[src/dtc_consts.svh]
`ifndef DTC_CONSTS_SVH
`define DTC_CONSTS_SVH

// ----------------------------------------------------------------
// register byte offsets
// ----------------------------------------------------------------
`define DTC_OFF_MODE   8'h00
`define DTC_OFF_CTRL   8'h04
`define DTC_OFF_AUX    8'h08
`define DTC_OFF_CNT_A  8'h0C
`define DTC_OFF_CNT_B  8'h10
`define DTC_OFF_VEC    8'h14

// ----------------------------------------------------------------
// reset values
// ----------------------------------------------------------------
`define DTC_MODE_RST   8'h00
`define DTC_CTRL_RST   8'h00
`define DTC_AUX_RST    8'h00
`define DTC_CNT_RST    16'h0000
`define DTC_AUX_MASK   8'hFC

// ----------------------------------------------------------------
// timer_ctrl_flags fields
// ----------------------------------------------------------------
`define DTC_CTRL_TF_B  7
`define DTC_CTRL_RUN_B 6
`define DTC_CTRL_TF_A  5
`define DTC_CTRL_RUN_A 4
`define DTC_CTRL_IE_B  3
`define DTC_CTRL_IT_B  2
`define DTC_CTRL_IE_A  1
`define DTC_CTRL_IT_A  0

// ----------------------------------------------------------------
// timer_mode_ctrl nibble, auxiliary_ctrl and vector-ack fields
// ----------------------------------------------------------------
`define DTC_TMODE_W    4
`define DTC_AUX_FAST_A 7
`define DTC_AUX_FAST_B 6
`define DTC_AUX_URM    5
`define DTC_AUX_ADC    4
`define DTC_AUX_SPI    3
`define DTC_AUX_LVF    2
`define DTC_VEC_EXT_A  0
`define DTC_VEC_TMR_A  1
`define DTC_VEC_EXT_B  2
`define DTC_VEC_TMR_B  3

// ----------------------------------------------------------------
// timing
// ----------------------------------------------------------------
`define DTC_SLOW_DIV   4'hC
`define DTC_PRE13_TOP  5'h1F

`endif

[src/dtc_pkg.sv]
package dtc_pkg;

  typedef enum logic [1:0] {
    DTC_MODE_13     = 2'h0,
    DTC_MODE_16     = 2'h1,
    DTC_MODE_RELOAD = 2'h2,
    DTC_MODE_SPLIT  = 2'h3
  } dtc_mode_t;

  typedef struct packed {
    logic      gate;
    logic      counter_sel;
    dtc_mode_t mode;
  } dtc_tcfg_t;

  typedef struct packed {
    logic [7:0] high_byte_reload;
    logic [7:0] low_byte_count;
  } dtc_cnt_t;

endpackage

[src/dtc_count_step.sv]
`timescale 1ns/10ps
`default_nettype none
`include "dtc_consts.svh"

module dtc_count_step
(
  input  wire dtc_pkg::dtc_mode_t mode,
  input  wire logic               split_owner,
  input  wire logic               inc_lo,
  input  wire logic               inc_hi,
  input  wire dtc_pkg::dtc_cnt_t  cnt,
  output dtc_pkg::dtc_cnt_t       next_cnt,
  output logic                    ovf_lo,
  output logic                    ovf_hi
);
  import dtc_pkg::*;

  always_comb
  begin
    next_cnt = cnt;
    ovf_lo   = 1'b0;
    ovf_hi   = 1'b0;
    case (mode)
      DTC_MODE_13:
      begin
        // upper three bits of the low byte take no part in the carry
        if (inc_lo)
        begin
          next_cnt.low_byte_count[4:0] = cnt.low_byte_count[4:0] + 5'h01;
          if (cnt.low_byte_count[4:0] == `DTC_PRE13_TOP)
          begin
            next_cnt.high_byte_reload = cnt.high_byte_reload + 8'h01;
            ovf_lo = (cnt.high_byte_reload == 8'hFF);
          end
        end
      end
      DTC_MODE_16:
      begin
        if (inc_lo)
        begin
          next_cnt = cnt + 16'h0001;
          ovf_lo   = (cnt == 16'hFFFF);
        end
      end
      DTC_MODE_RELOAD:
      begin
        if (inc_lo)
        begin
          if (cnt.low_byte_count == 8'hFF)
          begin
            next_cnt.low_byte_count = cnt.high_byte_reload;
            ovf_lo = 1'b1;
          end
          else
          begin
            next_cnt.low_byte_count = cnt.low_byte_count + 8'h01;
          end
        end
      end
      DTC_MODE_SPLIT:
      begin
        // the non-owner simply holds its count
        if (split_owner)
        begin
          if (inc_lo)
          begin
            next_cnt.low_byte_count = cnt.low_byte_count + 8'h01;
            ovf_lo = (cnt.low_byte_count == 8'hFF);
          end
          if (inc_hi)
          begin
            next_cnt.high_byte_reload = cnt.high_byte_reload + 8'h01;
            ovf_hi = (cnt.high_byte_reload == 8'hFF);
          end
        end
      end
      default:
      begin
        next_cnt = cnt;
      end
    endcase
  end

endmodule
`default_nettype wire

[src/dtc_tick_div.sv]
`timescale 1ns/10ps
`default_nettype none
`include "dtc_consts.svh"

module dtc_tick_div
(
  input  wire logic pclk,
  input  wire logic presetn,
  output var  logic tick
);
  import dtc_pkg::*;

  logic [3:0] count;
  logic [3:0] next_count;
  logic       next_tick;

  always_comb
  begin
    next_count = (count == (`DTC_SLOW_DIV - 4'h1)) ? 4'h0 : count + 4'h1;
    next_tick  = (count == (`DTC_SLOW_DIV - 4'h1));
  end

  always_ff @(posedge pclk or negedge presetn)
  begin
    if (!presetn)
    begin
      count <= 4'h0;
      tick  <= 1'b0;
    end
    else
    begin
      count <= next_count;
      tick  <= next_tick;
    end
  end
endmodule
`default_nettype wire

[src/dtc_top.sv]
// Local design decisions: register access over APB and the register addresses.
`timescale 1ns/10ps
`default_nettype none
`include "dtc_consts.svh"

module dtc_top
(
  input  wire logic        pclk,
  input  wire logic        presetn,
  input  wire logic        psel,
  input  wire logic        penable,
  input  wire logic        pwrite,
  input  wire logic [7:0]  paddr,
  input  wire logic [31:0] pwdata,
  output var  logic [31:0] prdata,
  output var  logic        pready,
  output var  logic        pslverr,
  input  wire logic        ext_irq_a_pin,
  input  wire logic        ext_irq_b_pin,
  input  wire logic        timer_a_count_pin,
  input  wire logic        timer_b_count_pin,
  output logic             timer_a_overflow,
  output logic             timer_b_overflow,
  output logic             ext_irq_a_flag,
  output logic             ext_irq_b_flag,
  output logic             uart_sync_fast_baud,
  output logic             converter_irq_en,
  output logic             serial_periph_irq_en,
  output logic             low_volt_irq_en
);
  import dtc_pkg::*;

  // ----------------------------------------------------------------
  // apb slave
  // ----------------------------------------------------------------
  logic        setup;
  logic        wr_en;
  logic        hit;
  logic [31:0] rd_word;
  logic [31:0] next_prdata;
  logic        next_pready;
  logic        next_pslverr;
  logic        wr_mode;
  logic        wr_ctrl;
  logic        wr_aux;
  logic        wr_vec;
  logic [1:0]  wr_cnt;

  logic [7:0]  timer_mode_ctrl;
  logic [7:0]  auxiliary_ctrl;
  logic [1:0]  run;
  logic [1:0]  irq_type;
  logic [7:0]  next_mode;
  logic [7:0]  next_aux;
  logic [1:0]  next_run;
  logic [1:0]  next_type;
  logic [7:0]  ctrl_rd;

  wire  [1:0]        tf_w;
  wire  [1:0]        ief_w;
  wire  [1:0][15:0]  cnt_w;
  wire  [1:0]        ovf_lo;
  wire  [1:0]        ovf_hi;

  assign setup  = psel & ~penable;
  // writes land only on the completing access edge
  assign wr_en  = psel & penable & pready & pwrite;
  assign wr_mode   = wr_en & (paddr == `DTC_OFF_MODE);
  assign wr_ctrl   = wr_en & (paddr == `DTC_OFF_CTRL);
  assign wr_aux    = wr_en & (paddr == `DTC_OFF_AUX);
  assign wr_vec    = wr_en & (paddr == `DTC_OFF_VEC);
  assign wr_cnt[0] = wr_en & (paddr == `DTC_OFF_CNT_A);
  assign wr_cnt[1] = wr_en & (paddr == `DTC_OFF_CNT_B);

  assign ctrl_rd = {tf_w[1], run[1], tf_w[0], run[0],
                    ief_w[1], irq_type[1], ief_w[0], irq_type[0]};

  always_comb
  begin
    hit     = 1'b1;
    rd_word = 32'h0000_0000;
    case (paddr)
      `DTC_OFF_MODE:  rd_word = {24'h00_0000, timer_mode_ctrl};
      `DTC_OFF_CTRL:  rd_word = {24'h00_0000, ctrl_rd};
      `DTC_OFF_AUX:   rd_word = {24'h00_0000, auxiliary_ctrl};
      `DTC_OFF_CNT_A: rd_word = {16'h0000, cnt_w[0]};
      `DTC_OFF_CNT_B: rd_word = {16'h0000, cnt_w[1]};
      `DTC_OFF_VEC:   rd_word = 32'h0000_0000;
      default:        hit = 1'b0;
    endcase
    // answer is prepared in setup so pready and prdata leave flops
    next_pready  = setup;
    next_prdata  = (setup & ~pwrite) ? rd_word : 32'h0000_0000;
    next_pslverr = setup & ~hit;
  end

  always_ff @(posedge pclk or negedge presetn)
  begin
    if (!presetn)
    begin
      pready  <= 1'b0;
      prdata  <= 32'h0000_0000;
      pslverr <= 1'b0;
    end
    else
    begin
      pready  <= next_pready;
      prdata  <= next_prdata;
      pslverr <= next_pslverr;
    end
  end

  // ----------------------------------------------------------------
  // configuration registers
  // ----------------------------------------------------------------
  always_comb
  begin
    next_mode = wr_mode ? pwdata[7:0] : timer_mode_ctrl;
    next_aux  = wr_aux ? (pwdata[7:0] & `DTC_AUX_MASK) : auxiliary_ctrl;
    next_run  = run;
    next_type = irq_type;
    if (wr_ctrl)
    begin
      next_run  = {pwdata[`DTC_CTRL_RUN_B], pwdata[`DTC_CTRL_RUN_A]};
      next_type = {pwdata[`DTC_CTRL_IT_B], pwdata[`DTC_CTRL_IT_A]};
    end
  end

  always_ff @(posedge pclk or negedge presetn)
  begin
    if (!presetn)
    begin
      timer_mode_ctrl <= `DTC_MODE_RST;
      auxiliary_ctrl  <= `DTC_AUX_RST;
      run             <= 2'h0;
      irq_type        <= 2'h0;
    end
    else
    begin
      timer_mode_ctrl <= next_mode;
      auxiliary_ctrl  <= next_aux;
      run             <= next_run;
      irq_type        <= next_type;
    end
  end

  // the uart and peripheral enables only leave the block as levels
  assign uart_sync_fast_baud  = auxiliary_ctrl[`DTC_AUX_URM];
  assign converter_irq_en     = auxiliary_ctrl[`DTC_AUX_ADC];
  assign serial_periph_irq_en = auxiliary_ctrl[`DTC_AUX_SPI];
  assign low_volt_irq_en      = auxiliary_ctrl[`DTC_AUX_LVF];

  // ----------------------------------------------------------------
  // pin sampling and clock selection
  // ----------------------------------------------------------------
  logic       slow_tick;
  logic [1:0] irq_pin;
  logic [1:0] cnt_pin;
  logic [1:0] irq_prev;
  logic [1:0] cnt_prev;
  logic       split_a;
  logic [1:0] fast;

  assign irq_pin = {ext_irq_b_pin, ext_irq_a_pin};
  assign cnt_pin = {timer_b_count_pin, timer_a_count_pin};
  assign fast    = {auxiliary_ctrl[`DTC_AUX_FAST_B], auxiliary_ctrl[`DTC_AUX_FAST_A]};
  assign split_a = (timer_mode_ctrl[1:0] == DTC_MODE_SPLIT);

  dtc_tick_div u_div
  (
    .pclk    (pclk),
    .presetn (presetn),
    .tick    (slow_tick)
  );

  // idle-high reset value makes a pin already low at start look like a falling edge
  always_ff @(posedge pclk or negedge presetn)
  begin
    if (!presetn)
    begin
      irq_prev <= 2'h3;
      cnt_prev <= 2'h3;
    end
    else
    begin
      irq_prev <= irq_pin;
      cnt_prev <= cnt_pin;
    end
  end

  // ----------------------------------------------------------------
  // per-timer counting and flags
  // ----------------------------------------------------------------
  genvar ch;
  generate
    for (ch = 0; ch < 2; ch = ch + 1)
    begin : gen_ch
      localparam int TFP = (ch == 0) ? `DTC_CTRL_TF_A : `DTC_CTRL_TF_B;
      localparam int IEP = (ch == 0) ? `DTC_CTRL_IE_A : `DTC_CTRL_IE_B;
      localparam int VEP = (ch == 0) ? `DTC_VEC_EXT_A : `DTC_VEC_EXT_B;
      localparam int VTP = (ch == 0) ? `DTC_VEC_TMR_A : `DTC_VEC_TMR_B;

      dtc_tcfg_t cfg;
      dtc_cnt_t  cnt;
      dtc_cnt_t  core_next;
      dtc_cnt_t  next_cnt;
      logic      tick;
      logic      edge_seen;
      logic      irq_edge;
      logic      inc_lo;
      logic      tf_set;
      logic      tf;
      logic      ief;
      logic      next_tf;
      logic      next_ief;

      assign cfg       = timer_mode_ctrl[ch*`DTC_TMODE_W +: `DTC_TMODE_W];
      assign tick      = fast[ch] | slow_tick;
      assign edge_seen = cnt_prev[ch] & ~cnt_pin[ch];
      assign irq_edge  = irq_prev[ch] & ~irq_pin[ch];
      assign inc_lo    = run[ch] & (~cfg.gate | irq_pin[ch])
                         & (cfg.counter_sel ? edge_seen : tick);

      dtc_count_step u_step
      (
        .mode        (cfg.mode),
        .split_owner (ch == 0),
        .inc_lo      (inc_lo),
        .inc_hi      (run[1] & gen_ch[0].tick),
        .cnt         (cnt),
        .next_cnt    (core_next),
        .ovf_lo      (ovf_lo[ch]),
        .ovf_hi      (ovf_hi[ch])
      );

      // in split mode timer B's own rollover no longer reaches its flag
      if (ch == 0)
      begin : gen_set_a
        assign tf_set = ovf_lo[0];
      end
      else
      begin : gen_set_b
        assign tf_set = split_a ? ovf_hi[0] : ovf_lo[1];
      end

      always_comb
      begin
        next_cnt = wr_cnt[ch] ? dtc_cnt_t'(pwdata[15:0]) : core_next;
        next_tf  = wr_ctrl ? pwdata[TFP] : (wr_vec & pwdata[VTP]) ? 1'b0 : tf;
        next_tf  = next_tf | tf_set;
        if (!irq_type[ch])
        begin
          next_ief = ~irq_pin[ch];
        end
        else
        begin
          next_ief = wr_ctrl ? pwdata[IEP] : (wr_vec & pwdata[VEP]) ? 1'b0 : ief;
          next_ief = next_ief | irq_edge;
        end
      end

      always_ff @(posedge pclk or negedge presetn)
      begin
        if (!presetn)
        begin
          cnt <= `DTC_CNT_RST;
          tf  <= 1'b0;
          ief <= 1'b0;
        end
        else
        begin
          cnt <= next_cnt;
          tf  <= next_tf;
          ief <= next_ief;
        end
      end

      assign cnt_w[ch] = cnt;
      assign tf_w[ch]  = tf;
      assign ief_w[ch] = ief;
    end
  endgenerate

  assign timer_a_overflow = tf_w[0];
  assign timer_b_overflow = tf_w[1];
  assign ext_irq_a_flag   = ief_w[0];
  assign ext_irq_b_flag   = ief_w[1];
endmodule
`default_nettype wire

[config.mk]
export PLATFORM = sky130hd
export DESIGN_NAME = dtc_top
export DESIGN_NICKNAME = d
export VERILOG_FILES = /design/src/dtc_pkg.sv /design/src/dtc_count_step.sv /design/src/dtc_tick_div.sv /design/src/dtc_top.sv
export VERILOG_INCLUDE_DIRS = /design/src
export SDC_FILE = /design/constraint.sdc
export NUM_CORES = 1
export LEC_CHECK = 0
export ABC_AREA = 1
export ABC_CLOCK_PERIOD_IN_PS = 3410
export CORE_UTILIZATION = 50
export CTS_CLUSTER_SIZE = 25
export DETAILED_ROUTE_END_ITERATION = 16
export DONT_BUFFER_PORTS = 1
export SYNTH_ARGS = -nofsm -noshare
export SYNTH_HDL_FRONTEND = slang
export SYNTH_SLANG_ARGS = --single-unit
[constraint.sdc]
create_clock -name pclk -period 3.41 [get_ports pclk]
set_clock_uncertainty 0.2 [all_clocks]
set_input_delay 1.023 -clock pclk [delete_from_list [all_inputs] [get_ports pclk]]
set_output_delay 1.023 -clock pclk [all_outputs]
set_load 0.01 [all_outputs]
# Yosys cells after proc, flatten, opt, wreduce, memory -nomap -nowiden
# Index checks and enable logic that the tools add are counted.
[totals] ff_bits=97 latch_bits=0 ram_bits=0 romBits=0 in_bits=49 wordCells=170 memories=0
[op_classes] add_sub_neg=9 n_mul=0 div=0 magnitude_cmp=0 eq_ne=31 shifts=0 mux=53 bitwise_logic=42 n_reduce_logical=14
[ops] operator="8-bit 2-to-1 mux" count=10
[ops] operator="16-bit case mux with 5 select lines" count=1
[ops] operator="16-bit 2-to-1 mux" count=4
[ops] operator="16-bit by 1-bit adder with 16-bit output (second input constant)" count=2
[ops] operator="8-bit by 1-bit adder with 8-bit output (second input constant)" count=4
[ops] operator="16-bit == test (second input constant)" count=2
[ops] operator="8-bit == test (second input constant)" count=4
[ops] operator="32-bit 2-to-1 mux" count=1
[ops] operator="1-bit 2-to-1 mux" count=26
[ops] operator="1-bit bitwise AND" count=25
[ops] operator="8-bit case mux with 3 select lines" count=1
[ops] operator="5-bit case mux with 4 select lines" count=1
[ops] operator="3-bit != test (second input constant)" count=6
[ops] operator="8-bit by 4-bit == test with 1-bit output (second input constant)" count=2
[ops] operator="8-bit by 5-bit == test with 1-bit output (second input constant)" count=2
[ops] operator="8-bit case mux with 2 select lines" count=1
[ops] operator="4-bit AND reduction" count=4
[ops] operator="5-bit case mux with 3 select lines" count=1
[ops] operator="3-bit by 2-bit != test with 1-bit output (second input constant)" count=4
[ops] operator="5-bit by 1-bit adder with 5-bit output (second input constant)" count=2
[ops] operator="5-bit == test (second input constant)" count=2
[ops] operator="5-bit 2-to-1 mux" count=2
[ops] operator="1-bit inverter" count=9
[ops] operator="3-bit case mux with 3 select lines" count=1
[ops] operator="other kinds (17)" count=32

# Depth between registers and ports, before layout
# Gate-level depths: netlist (run 1).
[logic_depth] depth_word=9 depth_mapped=13

# Cells and area by module
# Synthesis (run 1) repeated with hierarchy kept, for this count alone.
[hier_totals] cells_unflattened=924 area_unflattened_um2=6336.1
[modules_own_cells] module="dtc_top" n_inst=1 cells_per_inst=415 area_per_inst_um2=3748.6 seq_area_each_um2=1906.8
[modules_own_cells] module="dtc_count_step" n_inst=2 cells_per_inst=243 area_per_inst_um2=1189.9 seq_area_each_um2=0.0
[modules_own_cells] module="dtc_tick_div" n_inst=1 cells_per_inst=23 area_per_inst_um2=207.7 seq_area_each_um2=125.1

# Least setup slack after synthesis (run 1)
# No wires, ideal clock.
[synth_timing] kind="in2reg" startpoint="input paddr[7]" endpoint="register gen_ch[0].tf, in the netlist timer_a_overflow" setup_time_ns=0.124 t_arrival_ns=1.955 required_time_ns=3.086 setup_slack_ns=1.131 path_stages=7 path_buffers=1 cell_sequence="nor2_2 > nand3_2 > nor2_4 > nand2_1 > buf_2 > nand3_1 > nand3_1"
[synth_between] elab_chain_len=6 elab_cells_between_ends=8 cone_classes="2 x eq/ne; 2 x mux; 4 x bitwise"
[synth_lines] item="start: declaration" line_no="dtc_top.sv:13" source="input wire logic [7:0] paddr,"
[synth_lines] item="8-bit by 5-bit == test with 1-bit output"
[synth_lines] item="1-bit bitwise AND" line_no="dtc_top.sv:71" source="assign wr_vec = wr_en & (paddr == `DTC_OFF_VEC);"
[synth_lines] item="1-bit bitwise AND" line_no="dtc_top.sv:249" source="next_tf = wr_ctrl ? pwdata[TFP] : (wr_vec & pwdata[VTP]) ? 1'b0 : tf;"
[synth_lines] item="1-bit 2-to-1 mux" line_no="dtc_top.sv:249"
[synth_lines] item="1-bit 2-to-1 mux (*)" line_no="dtc_top.sv:249"
[synth_lines] item="1-bit OR (*)" line_no="dtc_top.sv:250" source="next_tf = next_tf | tf_set;"
[synth_lines] item="net gen_ch[0].next_tf" line_no="dtc_top.sv:214" source="logic next_tf;"
[synth_lines] item="end signal: assignment" line_no="dtc_top.sv:273" source="tf <= next_tf;"
[synth_lines] item="end: declaration" line_no="dtc_top.sv:212" source="logic tf;"
# Mark *: on every way through the listed nets, which the timed path passes. The rest lies on a longest branch.
# A chain may end at the register's enable or synchronous reset.

# Worst setup path after layout (run 1)
[layout_timing] startpoint="register timer_mode_ctrl[1]" endpoint="register, netlist name cnt_w[9]"
[layout_between] elab_chain_len=3 elab_cells_between_ends=11 cone_classes="6 x eq/ne; 2 x mux; 3 x reduce/logical"
[layout_lines] item="start: declaration" line_no="dtc_top.sv:49" source="logic [7:0] timer_mode_ctrl;"
[layout_lines] item="start signal: assignment" line_no="dtc_top.sv:133" source="timer_mode_ctrl <= `DTC_MODE_RST;"
[layout_lines] item="start signal: assignment" line_no="dtc_top.sv:140" source="timer_mode_ctrl <= next_mode;"
[layout_lines] item="2-bit by 1-bit == test with 1-bit output, or another cell as far along" line_no="dtc_count_step.sv:23" source="case (mode)"
[layout_lines] item="3-bit != test (no source line), or another cell as far along"
[layout_lines] item="5-bit AND reduction (no source line) or 16-bit 2-to-1 mux (tied branches)"
# Parallel ways exist; a longest one is shown, timed or not.

==> impl_summary.md, run 1 <==
Power and ir drop
The worst-case IR drop observed on VDD is 0.209 mV. The leakage power is 2.82 nW. The power per standard cell area is 306 nW/um^2.

Worst setup path
The worst setup path is captured at a register. The critical path start-end classification is register to register. The required time reported for the critical path endpoint is around 3500 ps. The largest fanout on the critical path is 11. Data arrives at the worst endpoint at 2490 ps. STA classifies the critical path startpoint as a register.

Placement
Input and output buffers added on the ports amount to 0. The routability congestion estimate from global placement is between 0.8 and 0.9. The placed instances occupy a cell area of 5580 sq um.

Detailed placement finished with a half-perimeter wire length of 11400 microns.

Timing
The final number of hold-violating endpoints is 0. The number of slew-limit violations in the final report is 0. In this run the tightest slew margin relative to its limit is 0.662. For the pin with the worst max-slew slack, the measured transition is between 500 and 600 ps. For the final routed database, the setup TNS stands at 0 ps. The final number of setup-violating endpoints is 0. Setup repair after global routing left no endpoint under its margin. Of the available clock period, the critical path in the final layout requires 0.700.

Timing would allow up to 419 MHz. The minimum clock period after layout is 2390 ps. Hold timing on the final database bottoms out at a slack of 123 ps.

Floorplanning
The starting utilization of the core area is 0.513. The floorplan step defined a core boundary enclosing 10800 sq um. Measured along the x axis, the die boundary spans roughly 110 microns. For this design the top-level I/O count stands at 91. The total number of placement rows is 38. The die covers 11500 sq um. The vertical die dimension is 107 microns.

Detailed routing
The total detailed-routing wirelength is 15100 microns. In the routed design, unresolved DRC markers number 0. The routed via count divided by cell count is 5.35.

The first routing iteration left 309 violations. The first detailed-routing pass took 5 iterations. The detail route stage leaves a number of antenna-violating nets equal to 0.

The via count is 5035. Dividing the detail-routed wire length by the instance count gives roughly 16 microns.

Clocking
The clock network latency to the later pin of the worst-skew pair is 380 ps. The maximum number of buffers from clock root to sink is 2. The post-CTS setup-driven buffer insertion count is 0. The number of gates resized after CTS is 0. For this design, the sink count on the clock tree is around 80. The number of CTS-inserted buffers is 9. The number of hold-repair buffers added at the cts stage is 0. After clock tree synthesis, the clock-pin slew on the worst setup and hold paths is 100 ps.

The number of H-tree levels is 3. In this run the clock root is driven by a sky130_fd_sc_hd__clkbuf_8. TritonCTS built the clock tree.

Synthesis
Ranked by total cell area, the synthesized netlist is headed by sky130_fd_sc_hd__dfrtp_1 (35%), sky130_fd_sc_hd__nand2_1 (17%), sky130_fd_sc_hd__nand3_1 (8.2%). The share of synthesized registers carrying an async set or reset is 1.00. Among all flip-flop cells after synthesis, the most frequent one is sky130_fd_sc_hd__dfrtp_1. The top cell type by total area after synthesis is sky130_fd_sc_hd__dfrtp_1. After technology mapping, the gate count stands at roughly 800. The synthesized design contains 81 register bits.

For this run, the number of Yosys warnings is 0. Of the post-synthesis cell area, the dominant cell type holds 0.347. Dividing the synthesized area by the synthesized cell count gives 6.94 sq um. For this run, the register share of the synthesized area comes to 0.366. The synthesized netlist occupies a cell area of 5560 sq um. The number of enable-type register cells in the synthesized netlist is 0. The unique cell type count in the Yosys netlist is 43.

Layout
The number of filler instances in the final layout is about 1100. The layout net count is 860. Once layout is complete, the utilization of the core stands at 0.530. From synthesis to final layout, the design area changed by 3.42%. The fraction of final layout cells sized beyond drive strength 1 is 0.0886. The library cells used most frequently in the layout, excluding fill and tap cells, are sky130_fd_sc_hd__nand2_1 (249), sky130_fd_sc_hd__inv_1 (97), sky130_fd_sc_hd__nand3_1 (91), sky130_fd_sc_hd__dfrtp_1 (77), sky130_fd_sc_hd__nor2_1 (59). The number of antenna diodes in the final layout is 0. After routing the design area is 5750 sq um. The most common library cell in the layout ignoring fill and taps is sky130_fd_sc_hd__nand2_1.

Flow run
Max-cap violations in this run came to 0.

Global routing
The total overflow left after global routing is 0. The largest net degree at the start of global routing is 82. The wire length of the first global-routing pass is 24600 microns.

The number of antenna violations at the first check in global routing is 0. The number of global-route vias before repair is about 4700. The global-route total usage across every layer is 0.281.

Run status
The flow ran to the end, and the final reports show no timing, DRC or antenna violations.

Worst hold path
The path class of the tightest hold or removal check is input port to asynchronous set/reset pin.
[sequential cells by signal (all words and copies together), names as in the netlist]
name / flops
cnt_prev: 2
timer_b_overflow: 1
ext_irq_a_flag: 1
timer_mode_ctrl: 8
run: 2
pready: 1
irq_prev: 2
u_div.count: 4
prdata: 16
auxiliary_ctrl: 6
ext_irq_b_flag: 1
u_div.tick: 1
timer_a_overflow: 1
pslverr: 1
irq_type: 2
cnt_w: 32
[cell usage after synthesis, types with 3 or more instances]
master                     count
sky130_fd_sc_hd__o22ai_1       7
sky130_fd_sc_hd__nand2_1     249
sky130_fd_sc_hd__buf_6         3
sky130_fd_sc_hd__nand2_2       6
sky130_fd_sc_hd__dfstp_2       4
sky130_fd_sc_hd__ha_1         15
sky130_fd_sc_hd__nand4_1      12
sky130_fd_sc_hd__o21ai_0      18
sky130_fd_sc_hd__o211ai_1      7
sky130_fd_sc_hd__nor2_1       59
sky130_fd_sc_hd__clkinv_1      5
sky130_fd_sc_hd__o21ai_1      31
sky130_fd_sc_hd__nand3_1      91
sky130_fd_sc_hd__a21oi_1      21
sky130_fd_sc_hd__nand3_2       4
sky130_fd_sc_hd__buf_2        10
sky130_fd_sc_hd__nor3_1        8
sky130_fd_sc_hd__nor2_2       14
sky130_fd_sc_hd__clkbuf_1      3
sky130_fd_sc_hd__nor2_4        7
sky130_fd_sc_hd__inv_2         5
sky130_fd_sc_hd__inv_1        97
sky130_fd_sc_hd__xor2_1        6
sky130_fd_sc_hd__dfrtp_1      77
sky130_fd_sc_hd__buf_4        17
[kinds of logic (layout without fill, tap and decap cells)]
family | count (synthesis) | after routing | share of synthesized area
XOR/XNOR | 8 | 8 | 0.0126
AND/OR/NAND/NOR | 461 | 461 | 0.379
AO/OA/AOI/OAI | 93 | 93 | 0.0936
flip-flops | 81 | 81 | 0.366
buffers and inverters | 141 | 126 | 0.113
multiplexers | 1 | 1 | 0.00203
adder cells (fa/ha/maj) | 15 | 15 | 0.0338
other | 1 | 16 | 0.000675
[worst max-delay path, cell delays in order, from the launching register on]
cell	delay [ps]
sky130_fd_sc_hd__dfrtp_1	470
sky130_fd_sc_hd__inv_1	110
sky130_fd_sc_hd__ha_1	360
sky130_fd_sc_hd__nor2_1	120
sky130_fd_sc_hd__nand2_1	220
sky130_fd_sc_hd__nand2_1	110
sky130_fd_sc_hd__o21ai_1	150
sky130_fd_sc_hd__nand2_1	240
sky130_fd_sc_hd__nor2_1	190
sky130_fd_sc_hd__nand2_1	60
sky130_fd_sc_hd__o21ai_1	80
[final timing paths]
kind	start	end	slack (ps)	depth (start not counted)
hold / removal	presetn	irq_type[0]$_DFFE_PN0P_	120	0
setup / recovery	timer_mode_ctrl[1]$_DFFE_PN0P_	cnt_w[9]$_DFFE_PN0P_	1020	10
setup reg to reg	timer_mode_ctrl[1]$_DFFE_PN0P_	cnt_w[9]$_DFFE_PN0P_	1020	10
hold reg to reg	auxiliary_ctrl[6]$_DFFE_PN0P_	auxiliary_ctrl[6]$_DFFE_PN0P_	290	2
max in group asynchronous	presetn	cnt_prev[1]$_DFF_PN1_	2690	0
min in group pclk	auxiliary_ctrl[6]$_DFFE_PN0P_	auxiliary_ctrl[6]$_DFFE_PN0P_	290	2
[power by group]
part	internal (mW)	leakage (nW)	total [mW]	switching, mW
Combinational	0.0350	1.69	0.109	0.0739
Sequential	0.980	1.06	1.01	0.0266
Clock	0.265	0.0833	0.644	0.379
[per-layer routing]
metal  vias up  GRT usage  wire, microns
met5         -          0              0
met4         0      0.102            327
met2       146      0.436           6870
met1      2343      0.393           6930
li1       2519          -              -
met3        27     0.0466            942
[per-stage QoR]
step                      setup slack (ps)  power [mW]  cells
final                                 1020        1.76    941
after global routing                   765        1.83    941
after CTS                             1040        1.77    941
after detailed placement               650        1.13    925
after global placement                 657        1.13    925
after floorplan                       1130        1.12    816
[layout make-up]
class                      count  area (sq um)  area share
inverter                     108           407      0.0707
tap                          140           175      0.0305
clock buffer                  11           131      0.0229
sequential                    81          2030       0.353
clock inverter                 5          35.0     0.00609
multi-input combinational    594          2950       0.514
timing repair buffer           2          15.0     0.00261
No activity file was read; power rests on OpenSTA's default activity.
==> inputs of run 2 (changes only) <==
--- a/config.mk
+++ b/config.mk
@@ -7,11 +7,12 @@
 export NUM_CORES = 1
 export LEC_CHECK = 0
 export ABC_AREA = 1
-export ABC_CLOCK_PERIOD_IN_PS = 3410
+export ABC_CLOCK_PERIOD_IN_PS = 2000
 export CORE_UTILIZATION = 50
 export CTS_CLUSTER_SIZE = 25
 export DETAILED_ROUTE_END_ITERATION = 16
 export DONT_BUFFER_PORTS = 1
+export PLACE_DENSITY = 0.68
 export SYNTH_ARGS = -nofsm -noshare
 export SYNTH_HDL_FRONTEND = slang
 export SYNTH_SLANG_ARGS = --single-unit
==> constraint.sdc (replaced) <==
create_clock -name pclk -period 2 [get_ports pclk]
set_clock_uncertainty 0.2 [all_clocks]
set_input_delay 0.6 -clock pclk [delete_from_list [all_inputs] [get_ports pclk]]
set_output_delay 0.6 -clock pclk [all_outputs]
set_load 0.01 [all_outputs]
==> impl_summary.md, run 2 (synthesis gave the netlist of run 1 again) <==
Run status
The run finished, with violations left. The final reports fail on negative hold slack.

Floorplanning
The overall die width was 107 microns (unchanged). The core footprint was 10800 sq um (unchanged). The starting utilization of the core area is 0.513 (unchanged).

The floorplan die area is 11500 sq um (unchanged). The number of I/O pins is 91 (unchanged). The total number of placement rows came to 38 (unchanged).

The vertical die dimension is 107 microns (unchanged).

Layout
The number of inserted diodes is 0 (unchanged). The area occupied by registers was 2030 sq um (+0.12%). The final cell area excluding filler cells came to 6420 sq um (+12%). The filler-free cell count of the finished design is 1000 (+6.3%). The fraction of final layout cells sized beyond drive strength 1 is 0.180 (+0.0916).

The layout net count is 919 (+6.9%). The number of filler instances in the final layout was 1041 (-6.1%). The area used by multi-input combinational logic was 3110 sq um (+5.3%). Leaving out fill and tap cells, the most frequent cells in the layout are sky130_fd_sc_hd__nand2_1 (239), sky130_fd_sc_hd__inv_1 (95), sky130_fd_sc_hd__nand3_1 (91), sky130_fd_sc_hd__dfrtp_1 (75). The most common library cell in the layout ignoring fill and taps is sky130_fd_sc_hd__nand2_1. The flip-flop count of the largest register after layout is 32 (unchanged). Relative to the synthesized area, the layout overhead comes to 15.5%.

Worst hold path
In this run the worst hold path is classified as input port to asynchronous set/reset pin.

Timing
The setup slack after layout is 5.77 ps (-1020 ps). Setup repair after global routing could not meet its margin everywhere. The ratio of final minimum period to clock period is 0.997 (+0.297). The minimum hold slack is -293 ps (-417 ps). The minimum clock period after layout was 1990 ps (-393 ps). The maximum clock frequency is 501 MHz (+20%). The final number of hold-violating endpoints is 81 (+81). The number of slew-limit violations in the final report is 0 (unchanged).

The final number of setup-violating endpoints is 0 (unchanged).

Detailed routing
The routed wire length on met2 is 7820 microns (+14%). The number of detailed-route iterations in the first pass was 6 (+1). The wire length on met1 is 7160 microns (+3.2%).

The average wire per standard cell came to 16.4 microns (+2.1%). The routed via count divided by cell count was 5.48 (+2.3%). The met3 wire length is 994 microns (+5.5%).

The count of nets left with antenna violations after detail routing is 0 (unchanged). The via count is 5475 (+8.7%). The total DRC errors in the routed layout is 0 (unchanged).

The total detailed-routing wirelength came to 16400 microns (+8.5%). The violation count after the first detailed-route iteration came to 435 (+41%). In this run the top signal layer used is met4.

Global routing
The number of antenna violations at the first check in global routing was 0 (unchanged). The global-route total usage across every layer was 0.292 (+0.0109). The wire length of the first global-routing pass was 25700 microns (+4.8%).

The aggregate global routing overflow came to 0 (unchanged). The number of global-route vias before repair is 5128 (+8.7%). The largest net degree at the start of global routing is 82 (unchanged).

Worst setup path
The most critical setup path has its startpoint at cnt_w[1]$_DFFE_PN0P_. STA classifies the critical path startpoint as a register. The critical path start-end classification is register to register. The required time reported for the critical path endpoint is 2070 ps (-1440 ps). The worst path arrival time is 2060 ps (-430 ps). The worst setup path is captured at a register. The startpoint of the worst register-to-register path is cnt_w[1]$_DFFE_PN0P_. The worst-case reg-to-reg path depth is 12 (+2).

The largest fanout on the critical path is 6 (-5).

Clocking
The tree is rooted in a sky130_fd_sc_hd__clkbuf_8. TritonCTS built the clock tree. The sink count of the clock tree is 81 (unchanged). The maximum number of buffers from clock root to sink is 2 (unchanged).

The clock network latency to the later pin of the worst-skew pair is 370 ps (about the same). The number of CTS-inserted buffers came to 9 (unchanged). The clock input transition at the sequential cells of the worst setup and hold paths is 90 ps (about the same). The number of H-tree levels is 3 (unchanged).

Power and ir drop
The portion of total power attributed to the clock network came to 0.400 (+0.034). The cell internal power dissipation is 2.39 mW (+87%). The switching fraction of total power was 0.265 (-0.00699).

The part of the power in combinational logic is 0.076 (+0.014). The net switching power was 0.863 mW (+80%). The leakage power is 3.19 nW (+13%).

The peak ir drop on the vdd network came to 0.363 mV (+73%). The power per standard cell area is 506 nW/um^2 (+65%). The sequential share of power is 0.524 (-0.048).

Flow run
The max-cap violation count was 0 (unchanged).

Placement
The cell count after placement is 973 (+5.2%). The routability congestion estimate from global placement is 0.939 (+5.0%). The detailed placer's ending HPWL is 12300 microns (+7.1%). The number of port buffers is 0 (unchanged). The post-detailed-placement cell area is 5970 sq um (+6.9%). The placement-stage worst setup slack came to -82.3 ps (-733 ps).
==> run 2: final timing paths <==
kind | endpoint | slack [ps]
worst min-delay path | pready$_DFF_PN0_ | -290
worst max-delay path | cnt_w[15]$_DFFE_PN0P_ | 6
max in group asynchronous | cnt_prev[0]$_DFF_PN1_ | 1670
worst max register to register | cnt_w[15]$_DFFE_PN0P_ | 6
worst min register to register | run[0]$_DFFE_PN0P_ | 310
min in group pclk | pready$_DFF_PN0_ | 130
==> run 2: metrics by stage <==
| step | setup TNS, ps | util | power [mW] |
|---|---|---|---|
| floorplan | 0 | - | 1.90 |
| global placement | -175 | 0.551 | 1.96 |
| detailed placement | -940 | 0.551 | 1.96 |
| CTS | 0 | 0.572 | 3.24 |
| global route | -279 | 0.592 | 3.37 |
| finish | 0 | 0.592 | 3.25 |
==> run 2: layout make-up <==
class | count | area share
well taps | 140 | 0.0273
clock buffers | 11 | 0.0220
inverters | 108 | 0.0639
repair buffers | 59 | 0.0756
clock inverters | 5 | 0.00994
flip-flops and latches | 81 | 0.317
multi-input cells | 596 | 0.485
==> run 2: critical path, stage by stage (launching register included) <==
cell                      delay, ps
sky130_fd_sc_hd__dfrtp_1        370
sky130_fd_sc_hd__ha_2           200
sky130_fd_sc_hd__nand2_2         80
sky130_fd_sc_hd__nor2_4         130
sky130_fd_sc_hd__ha_4           130
sky130_fd_sc_hd__inv_2           40
sky130_fd_sc_hd__nand2_2         60
sky130_fd_sc_hd__nand2_4         60
sky130_fd_sc_hd__o21ai_4        220
sky130_fd_sc_hd__nand2_4        150
sky130_fd_sc_hd__buf_6          150
sky130_fd_sc_hd__nand2_2         40
sky130_fd_sc_hd__nand2_1         40
==> run 2: routing by layer <==
metal,track usage,vias up
li1,-,2637
met1,0.380,2611
met2,0.484,194
met3,0.0593,33
met4,0.0959,0
met5,0,-
==> run 2: power groups by stage <==
stage	Clock (mW)	Sequential, mW	Combinational, mW
floorplan	0	1.74	0.166
global placement	0	1.73	0.225
detailed placement	0	1.73	0.226
CTS	1.31	1.70	0.230
global route	1.39	1.71	0.273
finish	1.30	1.70	0.246
==> run 2: what timing repair did <==
item                                    in CTS  in global routing
buffers inserted                             0                  5
endpoints found under the hold margin       82                 84
endpoints found under the setup margin      12                 26
pin swaps                                    1                 11
cloned                                       0                  2
resized for setup                            4                 43
hold buffers                                 1                  3
